**src/logic/fault_code_pkg.sv**
```systemverilog
// package for the servo fault code detector: alarm codes, register map, field layout
// assumes a 32-bit apb slave at 250 mhz and digitised analog limit samples
package fault_code_pkg;

	// ********************************
	// alarm codes
	// ********************************
	localparam logic [7:0] CODE_NONE      = 8'h00;
	localparam logic [7:0] CODE_ABS_SPEED = 8'h2F; // 47
	localparam logic [7:0] CODE_Z_MISS    = 8'h30; // 48
	localparam logic [7:0] CODE_CS_BAD    = 8'h31; // 49
	localparam logic [7:0] CODE_SCALE0    = 8'h32; // 50, scale bit n adds n
	localparam logic [7:0] CODE_CCW_XS    = 8'h41; // 65
	localparam logic [7:0] CODE_CW_XS     = 8'h42; // 66
	localparam logic [7:0] CODE_MISMATCH  = 8'h5F; // 95
	localparam logic [7:0] CODE_OTHER     = 8'hFF; // outside all listed codes

	// ********************************
	// control mode and selection encodings
	// ********************************
	localparam logic [3:0] MODE_POS      = 4'h0;
	localparam logic [3:0] MODE_VEL      = 4'h1;
	localparam logic [3:0] MODE_TRQ      = 4'h2;
	localparam logic [3:0] MODE_POS_VEL  = 4'h3;
	localparam logic [3:0] MODE_POS_TRQ  = 4'h4;
	localparam logic [3:0] MODE_VEL_TRQ  = 4'h5;
	localparam logic [3:0] MODE_FULL_CL  = 4'h6;
	localparam logic [3:0] TLSEL_ANALOG  = 4'h0;
	localparam logic [3:0] TCMD_SEL_ONE  = 4'h1;

	// ********************************
	// register byte offsets
	// ********************************
	localparam logic [7:0] OFF_CTRL    = 8'h00;
	localparam logic [7:0] OFF_STATUS  = 8'h04;
	localparam logic [7:0] OFF_CLEAR   = 8'h08;
	localparam logic [7:0] OFF_ENABLE  = 8'h0C;
	localparam logic [7:0] OFF_CODE    = 8'h10;
	localparam logic [7:0] OFF_LIMIT   = 8'h14;
	localparam logic [7:0] OFF_SPEED   = 8'h18;

	// ctrl fields
	localparam int CTRL_MODE_LSB  = 0;
	localparam int CTRL_TLSEL_LSB = 4;
	localparam int CTRL_TCMD_LSB  = 8;
	localparam int CTRL_SCLR_BIT  = 12; // scale clear request, arms a flag held until reset
	localparam int CTRL_ACLR_BIT  = 13; // alarm clear for non-scale alarms

	// status / enable bit positions
	localparam int ST_ABS_SPEED = 0;
	localparam int ST_Z_MISS    = 1;
	localparam int ST_CS_BAD    = 2;
	localparam int ST_SCALE     = 3;
	localparam int ST_CCW_XS    = 4;
	localparam int ST_CW_XS     = 5;
	localparam int ST_MISMATCH  = 6;
	localparam int ST_OTHER     = 7;
	localparam int ST_WIDTH     = 8;

	// reset values
	localparam logic [15:0] LIMIT_RESET = 16'h7FFF; // +-10 v full scale
	localparam logic [15:0] SPEED_RESET = 16'h0100;

	// time
	localparam int CLK_MHZ       = 250;
	localparam int SAMPLE_US     = 100;
	localparam int SAMPLE_CYCLES = SAMPLE_US * CLK_MHZ;

endpackage

```
**src/logic/servo_fault_code_detector.sv**
```systemverilog
// servo fault code detector: turns encoder, scale, limit and self test conditions into alarm codes
// assumes an apb master on pclk, samples of the analog inputs from an adc on pclk,
// and discrete fault pins from the encoder side that need synchronising;
// the scale code and the other level inputs are already on pclk
//
// Local design decisions: the APB interface to the registers and the placing of the registers.
`timescale 1ns/10ps

module servo_fault_code_detector
	import fault_code_pkg::*;
#(
	parameter int SAMPLE_DIV = fault_code_pkg::SAMPLE_CYCLES
) (
	input  wire logic         pclk,
	input  wire logic         presetn,
	input  wire logic         psel,
	input  wire logic         penable,
	input  wire logic         pwrite,
	input  wire logic [7:0]   paddr,
	input  wire logic [31:0]  pwdata,
	output logic [31:0]       prdata,
	output logic              pready,
	output logic              pslverr,
	input  wire logic         power_on_window,
	input  wire logic [15:0]  abs_speed_in,
	input  wire logic         z_missing_pin,
	input  wire logic         cs_invalid_pin,
	input  wire logic [5:0]   ext_scale_fault_code,
	input  wire logic signed [15:0] ccw_torque_limit_in,
	input  wire logic signed [15:0] cw_torque_limit_in,
	input  wire logic         motor_mismatch,
	input  wire logic         self_test_fail,
	output logic              alarm,
	output logic [7:0]        alarm_code,
	output logic              irq
);
	import fault_code_pkg::*;

	// elaboration check: a divider below one could never produce a sample tick
	if (SAMPLE_DIV < 1) begin : g_div_check
		$error("sample divider must be at least one");
	end

	// ********************************
	// registers
	// ********************************
	// software settings and thresholds, plus the sticky status and latched code
	logic [3:0]          control_mode_param;
	logic [3:0]          torque_limit_select_param;
	logic [3:0]          torque_cmd_select_param;
	logic                alarm_clear_reg;
	logic [ST_WIDTH-1:0] status_reg;
	logic [ST_WIDTH-1:0] enable_reg;
	logic [7:0]          code_reg;
	logic [15:0]         limit_reg;
	logic [15:0]         speed_reg;
	// alarm memory that outlives the fault itself
	logic                scale_clear_pend_reg;
	logic [5:0]          scale_hold_reg;
	// sampling and pin conditioning
	logic [31:0]         sample_cnt_reg;
	logic                sample_tick;
	logic [2:0]          z_sync_reg;
	logic [2:0]          cs_sync_reg;
	logic                z_stable_reg;
	logic                cs_stable_reg;
	// decoded events, mode gates and bus strobes
	logic [ST_WIDTH-1:0] event_vec;
	logic [7:0]          event_code;
	logic                ccw_check_en;
	logic                cw_check_en;
	logic                wr_acc;
	logic [ST_WIDTH-1:0] clear_bits;
	logic                addr_hit;

	// magnitude test against the excess threshold, used for both inputs
	function automatic logic exceeds(input logic signed [15:0] v, input logic [15:0] lim);
		logic [15:0] mag;
		mag = v[15] ? 16'(-v) : 16'(v);
		return mag > lim;
	endfunction

	// first set event bit in priority order gives the code
	// the scale code names the lowest set fault bit
	function automatic logic [7:0] code_of(input logic [ST_WIDTH-1:0] ev, input logic [5:0] sc);
		logic [7:0] c;
		c = CODE_NONE;
		if (ev[ST_OTHER])         c = CODE_OTHER;
		else if (ev[ST_MISMATCH]) c = CODE_MISMATCH;
		else if (ev[ST_ABS_SPEED]) c = CODE_ABS_SPEED;
		else if (ev[ST_Z_MISS])   c = CODE_Z_MISS;
		else if (ev[ST_CS_BAD])   c = CODE_CS_BAD;
		else if (ev[ST_SCALE]) begin
			for (int n = 5; n >= 0; n--) begin
				if (sc[n]) c = 8'(CODE_SCALE0 + 8'(n));
			end
		end
		else if (ev[ST_CCW_XS])   c = CODE_CCW_XS;
		else if (ev[ST_CW_XS])    c = CODE_CW_XS;
		return c;
	endfunction

	// ********************************
	// apb slave, zero wait states
	// ********************************
	assign pready  = 1'b1;
	assign wr_acc  = psel && penable && pwrite;
	// every mapped offset; an access anywhere else answers with an error and changes nothing
	assign addr_hit = (paddr == OFF_CTRL)   ||
		(paddr == OFF_STATUS) ||
		(paddr == OFF_CLEAR)  ||
		(paddr == OFF_ENABLE) ||
		(paddr == OFF_CODE)   ||
		(paddr == OFF_LIMIT)  ||
		(paddr == OFF_SPEED);
	assign pslverr = psel && penable && !addr_hit;
	assign clear_bits = (wr_acc && paddr == OFF_CLEAR) ? pwdata[ST_WIDTH-1:0] : '0;

	// control and threshold registers
	always_ff @(posedge pclk or negedge presetn) begin
		if (!presetn) begin
			control_mode_param        <= MODE_POS;
			torque_limit_select_param <= TLSEL_ANALOG;
			torque_cmd_select_param   <= 4'h0;
			alarm_clear_reg           <= 1'b0;
			enable_reg                <= '0;
			limit_reg                 <= LIMIT_RESET;
			speed_reg                 <= SPEED_RESET;
		end else begin
			alarm_clear_reg <= 1'b0; // one-cycle pulse
			if (wr_acc) begin
				case (paddr)
					OFF_CTRL: begin
						control_mode_param        <= pwdata[CTRL_MODE_LSB +: 4];
						torque_limit_select_param <= pwdata[CTRL_TLSEL_LSB +: 4];
						torque_cmd_select_param   <= pwdata[CTRL_TCMD_LSB +: 4];
						alarm_clear_reg           <= pwdata[CTRL_ACLR_BIT];
					end
					OFF_ENABLE: enable_reg <= pwdata[ST_WIDTH-1:0];
					OFF_LIMIT:  limit_reg  <= pwdata[15:0];
					OFF_SPEED:  speed_reg  <= pwdata[15:0];
					default: ;
				endcase
			end
		end
	end

	// scale clear is only armed here; the alarm itself goes away at the next power-off reset
	// the armed flag is readable so software can see that the request was taken
	always_ff @(posedge pclk or negedge presetn) begin
		if (!presetn) begin
			scale_clear_pend_reg <= 1'b0;
		end else if (wr_acc && paddr == OFF_CTRL && pwdata[CTRL_SCLR_BIT]) begin
			scale_clear_pend_reg <= 1'b1;
		end
	end

	// read mux, registered data held stable
	// captured in the setup cycle, so the value stands through the whole access phase
	always_ff @(posedge pclk or negedge presetn) begin
		if (!presetn) begin
			prdata <= 32'h0000_0000;
		end else if (psel && !penable && !pwrite) begin
			case (paddr)
				OFF_CTRL:   prdata <= {18'h0, scale_clear_pend_reg, 1'b0, torque_cmd_select_param,
					torque_limit_select_param, control_mode_param};
				OFF_STATUS: prdata <= {24'h0, status_reg};
				OFF_ENABLE: prdata <= {24'h0, enable_reg};
				OFF_CODE:   prdata <= {18'h0, scale_hold_reg, code_reg};
				OFF_LIMIT:  prdata <= {16'h0, limit_reg};
				OFF_SPEED:  prdata <= {16'h0, speed_reg};
				default:    prdata <= 32'h0000_0000;
			endcase
		end
	end

	// ********************************
	// input conditioning
	// ********************************
	// three-stage synchronisers; a change counts when stages two and three agree
	// stage one may go metastable, so only stage two reads it;
	// the agreement test costs one more edge of latency but rejects single-edge glitches
	always_ff @(posedge pclk or negedge presetn) begin
		if (!presetn) begin
			z_sync_reg    <= 3'b000;
			cs_sync_reg   <= 3'b000;
			z_stable_reg  <= 1'b0;
			cs_stable_reg <= 1'b0;
		end else begin
			z_sync_reg  <= {z_sync_reg[1:0], z_missing_pin};
			cs_sync_reg <= {cs_sync_reg[1:0], cs_invalid_pin};
			if (z_sync_reg[1] == z_sync_reg[2])
				z_stable_reg <= z_sync_reg[2];
			if (cs_sync_reg[1] == cs_sync_reg[2])
				cs_stable_reg <= cs_sync_reg[2];
		end
	end

	// sample period divider; a slow adc does not need a compare every cycle
	// the tick is one cycle wide and comes every SAMPLE_DIV cycles
	always_ff @(posedge pclk or negedge presetn) begin
		if (!presetn) begin
			sample_cnt_reg <= 32'h0000_0000;
		end else if (sample_cnt_reg >= 32'(SAMPLE_DIV - 1)) begin
			sample_cnt_reg <= 32'h0000_0000;
		end else begin
			sample_cnt_reg <= sample_cnt_reg + 32'h0000_0001;
		end
	end
	assign sample_tick = (sample_cnt_reg >= 32'(SAMPLE_DIV - 1));

	// ********************************
	// check enables by mode
	// ********************************
	// the gates follow the settings live; a setting change mid-period
	// takes effect at the very next tick, there is no settling delay
	// ccw: velocity-torque always, torque and position-torque by command selection, or any mode with analog limits
	always_comb begin
		ccw_check_en = (control_mode_param == MODE_VEL_TRQ) ||
			((control_mode_param == MODE_TRQ || control_mode_param == MODE_POS_TRQ) &&
			torque_cmd_select_param == TCMD_SEL_ONE) ||
			(torque_limit_select_param == TLSEL_ANALOG);
		// analog limits only: position family per mode table, plus velocity
		cw_check_en = (torque_limit_select_param == TLSEL_ANALOG) &&
			(control_mode_param == MODE_POS || control_mode_param == MODE_VEL ||
			control_mode_param == MODE_POS_VEL || control_mode_param == MODE_POS_TRQ ||
			control_mode_param == MODE_FULL_CL);
	end

	// ********************************
	// events
	// ********************************
	// conditions are levels; the sticky status and the alarm latch give them memory
	// limit excess is looked at only on the sample tick, so a spike between ticks is missed
	always_comb begin
		event_vec               = '0;
		event_vec[ST_ABS_SPEED] = power_on_window && (abs_speed_in > speed_reg);
		event_vec[ST_Z_MISS]    = z_stable_reg;
		event_vec[ST_CS_BAD]    = cs_stable_reg;
		event_vec[ST_SCALE]     = |ext_scale_fault_code;
		event_vec[ST_CCW_XS]    = sample_tick && ccw_check_en && exceeds(ccw_torque_limit_in, limit_reg);
		event_vec[ST_CW_XS]     = sample_tick && cw_check_en && exceeds(cw_torque_limit_in, limit_reg);
		event_vec[ST_MISMATCH]  = motor_mismatch;
		event_vec[ST_OTHER]     = self_test_fail;
		event_code              = code_of(event_vec, ext_scale_fault_code);
	end

	// sticky status; a new event wins over a clear, scale bit ignores software clear
	always_ff @(posedge pclk or negedge presetn) begin
		if (!presetn) begin
			status_reg <= '0;
		end else begin
			for (int i = 0; i < ST_WIDTH; i++) begin
				if (event_vec[i])
					status_reg[i] <= 1'b1;
				else if (clear_bits[i] && i != ST_SCALE)
					status_reg[i] <= 1'b0;
			end
		end
	end

	// scale alarm bits kept until reset, even if the scale recovers
	always_ff @(posedge pclk or negedge presetn) begin
		if (!presetn) begin
			scale_hold_reg <= 6'h00;
		end else begin
			scale_hold_reg <= scale_hold_reg | ext_scale_fault_code;
		end
	end

	// first alarm code latched; scale alarms only leave through reset
	// simultaneous causes resolve by the priority inside code_of, so the code
	// names the most severe cause; later causes still show in the status bits.
	// a software clear is ignored while any cause is active, otherwise the
	// alarm would drop and re-raise with a possibly different code
	always_ff @(posedge pclk or negedge presetn) begin
		if (!presetn) begin
			code_reg <= CODE_NONE;
			alarm    <= 1'b0;
		end else if (!alarm && event_vec != '0) begin
			code_reg <= event_code;
			alarm    <= 1'b1;
		end else if (alarm && alarm_clear_reg && scale_hold_reg == 6'h00 && event_vec == '0) begin
			code_reg <= CODE_NONE;
			alarm    <= 1'b0;
		end
	end

	// outputs straight from registers; irq is a level, not a pulse, and
	// stays up until software clears or masks every enabled status bit
	assign alarm_code = code_reg;
	assign irq        = |(status_reg & enable_reg);

endmodule // servo_fault_code_detector

```
**config.mk**
```make
export PLATFORM = sky130hd
export DESIGN_NAME = servo_fault_code_detector
export DESIGN_NICKNAME = d
export VERILOG_FILES = /design/src/logic/fault_code_pkg.sv /design/src/logic/servo_fault_code_detector.sv
export SDC_FILE = /design/constraint.sdc
export NUM_CORES = 1
export LEC_CHECK = 0
export ABC_AREA = 1
export BUFFER_PORTS_ARGS = -buffer_cell sky130_fd_sc_hd__buf_2
export CORE_UTILIZATION = 30
export CTS_CLUSTER_SIZE = 24
export DETAILED_ROUTE_END_ITERATION = 16
export GPL_ROUTABILITY_DRIVEN = 0
export HOLD_SLACK_MARGIN = 0.08
export PLACE_DENSITY_LB_ADDON = 0.08
export SYNTH_ARGS = -nofsm -noshare
export SYNTH_HDL_FRONTEND = slang
export SYNTH_SLANG_ARGS = --single-unit
```
**constraint.sdc**
```tcl
create_clock -name pclk -period 2.4 [get_ports pclk]
set_input_delay 0.12 -clock pclk [delete_from_list [all_inputs] [get_ports pclk]]
set_output_delay 0.12 -clock pclk [all_outputs]
set_load 0.01 [all_outputs]
```
==> impl_metrics.csv <==
group,metric,value,unit
placed_design,dp_hpwl,18.6,mm
yosys,yosysSeqAreaShare,43.1,%
timing,final.min_clock_period,2390,ps
floorplan,core-area,25300,um2
yosys,syn_area,7760,um2
yosys,avgSynthCellArea,8.02,um2
timing,slew_viol_final,0,
yosys,ys_types,48,
drt,vias_per_cell,4.49,
floorplan,dieArea,26500,um2
layout,fin_nets,1333,
worst_setup_path,slowest_delay,330,ps
min_path,min_path_cells,3,
run,cap_violations,0,
yosys,yosysMostFrequentCell,"nand2_1",
floorplan,fp-row-count,58,
timing,relSlewSlack,47.3,%
worst_setup_path,worstRegToRegCells,12,
power,powerDensity,548,nW/um2
timing,min_period_over_period,99.7,%
worst_setup_path,end_kind,"register",
yosys,ys_ff_latch,133,
cts,cts.sinks,133,
yosys,synthArstFlopShare,100,%
timing,rsz0062_at_grt,"true",
drt,drt_first_iter_violations,276,
yosys,yosysTopAreaCellShare,37.7,%
worst_setup_path,cp.depth,22,
cts,cts_root_buffer,"clkbuf_16",
worst_setup_path,cp_common_cell,"nand2_2",
yosys,synth_top_cell_by_area,"dfrtp_1",
global_route,grt_first_pass_wirelength,37.1,mm
drt,vias,6824,
timing,worst_slew_pin_slew,790,ps
global_route,grt_pass1_vias,6729,
worst_setup_path,critPathLaunchType,"primary input",
placed_design,post-place-ws,-528,ps
drt,routed_wl,23.5,mm
yosys,synth_edf_count,0,
cts,cts_tree,"built",
worst_setup_path,path_class,"primary input to register",
placed_design,portBuffers,114,
global_route,top_usage_layer,"met2",
layout,antenna_cells,0,
power,total_power,5.57,mW
global_route,use_met2,31.1,%
floorplan,ios,148,
global_route,use_met1,24.6,%
power,vdd_drop_max,393,uV
timing,fmax,0.418,GHz
worst_setup_path,cp_slowest_cell,"ha_1",
yosys,yosys_warnings,0,
worst_setup_path,critPathRequiredTime,2760,ps
worst_setup_path,crit_chain,"buf_8 -> inv_8 -> nand3_4 -> nor3_4 -> nand3_2 -> nor3_4 -> nand3_2 -> nand2_2 -> o21ai_2 -> xor2_1 -> ha_1 -> nand2_2 -> nor2_4 -> nand4_1 -> nand2_1 -> a21oi_2 -> nand2_2 -> nand2_4 -> o21ai_4 -> buf_12 -> nand3_1 -> nand2_1",
worst_setup_path,critPathTopFamily,"simple AND/OR/NAND/NOR gates",
drt,ant_nets,0,
global_route,antenna_found_initial,0,
layout,largest_reg_flops,32,
timing,fin_ws,6.76,ps
yosys,postSynthCellCount,967,
drt,drc,0,
cts,clock_path_buffers,2,
min_path,hp-class,"primary input to register",
floorplan,die_y,163,um
global_route,grt_max_degree,53,
global_route,met3_usage,3.08,%
floorplan,die_x,163,um
worst_setup_path,worst-path-buf-inv,3,
layout,area_growth,30.9,%
power,leakage,4.90,nW
layout,num-fill-cells,2661,
cts,clock_latency,420,ps
cts,cts_buffers,17,
timing,hold_viol,0,
global_route,overflow,0,
timing,fin_worst_skew,7.70,ps
global_route,grtUsageTotal,18.5,%
drt,avgRoutedWirePerCell,15.5,um
run_status,outcome,"finished, final reports clean",
timing,setup_violations,0,
cts,clk_pin_slew,60,ps
drt,first_pass_iters,5,
layout,drive_gt1_share,25.1,%
yosys,synth_commonest_cells,"nand2_1 (237), inv_1 (132), dfrtp_1 (117)",
yosys,synthFlopType,"dfrtp_1",
worst_setup_path,crit_arrival,2760,ps
floorplan,initial_core_util,30.7,%
cts,htree_levels,4,
worst_setup_path,cp_max_fo,8,
yosys,synth_area_leaders,"dfrtp_1 (38%), nand2_1 (11%), ha_1 (8.2%)",
-- worst min-delay path: stages --
cell and delay [ps]:
buf_2 80, inv_1 110, o21ai_1 150
-- metrics by stage --
stage               area [um2]  hold WS (ps)  util [%]  TNS, ps  cells
CTS                       9940          80.1      39.4        0   1514
global placement          9090           133      36.0    -4110   1458
floorplan                 7900          -176         -        0    999
detailed placement        9090           132      36.0    -4780   1458
finish                   10200          81.1      40.2        0   1519
global route             10200           103      40.2    -1520   1519
-- per-layer routing --
layer	vias to the layer above	wire [um]
li1	3520	-
met3	15	781
met5	-	0
met2	113	11500
met1	3176	11000
met4	0	218
-- worst paths after layout --
| check | start | end | slack, ps |
|---|---|---|---|
| setup / recovery | cw_torque_limit_in[1] | alarm_code[2]$_DFFE_PN0P_ | 7 |
| hold / removal | pwdata[6] | enable_reg[6]$_DFFE_PN0P_ | 80 |
| setup reg to reg | speed_reg[8]$_DFFE_PN1P_ | alarm_code[3]$_DFFE_PN0P_ | 80 |
| hold reg to reg | cs_sync_reg[0]$_DFF_PN0_ | cs_sync_reg[1]$_DFF_PN0_ | 350 |
| max in group asynchronous | presetn | limit_reg[1]$_DFFE_PN1P_ | 1500 |
| min in group asynchronous | presetn | prdata[14]$_DFFE_PN0P_ | 230 |
-- cell families after synthesis --
family                     count (synthesis)  synth area share [%]
AOI/OAI and AO/OA                        182                  13.4
xor gates and xnor gates                  26                  2.93
adders and majority gates                 53                  8.48
buffers and inverters                    179                  9.51
DFF                                      133                  43.1
other                                      2                0.0968
and+or+nand+nor                          392                  22.4
-- power breakdown --
part	switching [mW]	internal (mW)
combinational	0.448	0.341
clock	1.04	1.40
sequential	0.0405	2.31
total	1.53	4.04
-- layout by cell type, fill, tap and decap left out, drive strengths merged, types with 5 or more instances in the layout --
| cell | n |
|---|---|
| conb | 34 |
| dfstp | 16 |
| clkbuf | 20 |
| nand2 | 247 |
| ha | 51 |
| a21oi | 36 |
| or2 | 5 |
| nor2 | 75 |
| o22ai | 15 |
| xor2 | 18 |
| nand3 | 29 |
| dlygate4sd3 | 24 |
| a2bb2oi | 6 |
| dfrtp | 117 |
| nand4 | 8 |
| a221oi | 11 |
| inv | 145 |
| buf | 170 |
| nor3 | 19 |
| o21ai | 101 |
| clkinvlp | 6 |
| xnor2 | 8 |
| nor4 | 6 |
-- cell type report --
cell class	count	area [um2]	area share (%)
tap	330	413	4.06
timing repair buffer	194	1300	12.8
inverter	145	561	5.52
clock buffer	20	467	4.59
sequential	133	3350	33.0
clock inverter	10	76.3	0.751
multi-input combinational	687	4000	39.3
-- what timing repair did --
action,CTS,global route
setup buffers,2,5
resized for setup,14,40
hold buffers,24,0
setup endpoints to repair,8,9
hold endpoints to repair,90,0
pin swaps,15,24
cloned,0,0
No activity file was read; power rests on OpenSTA's default activity.
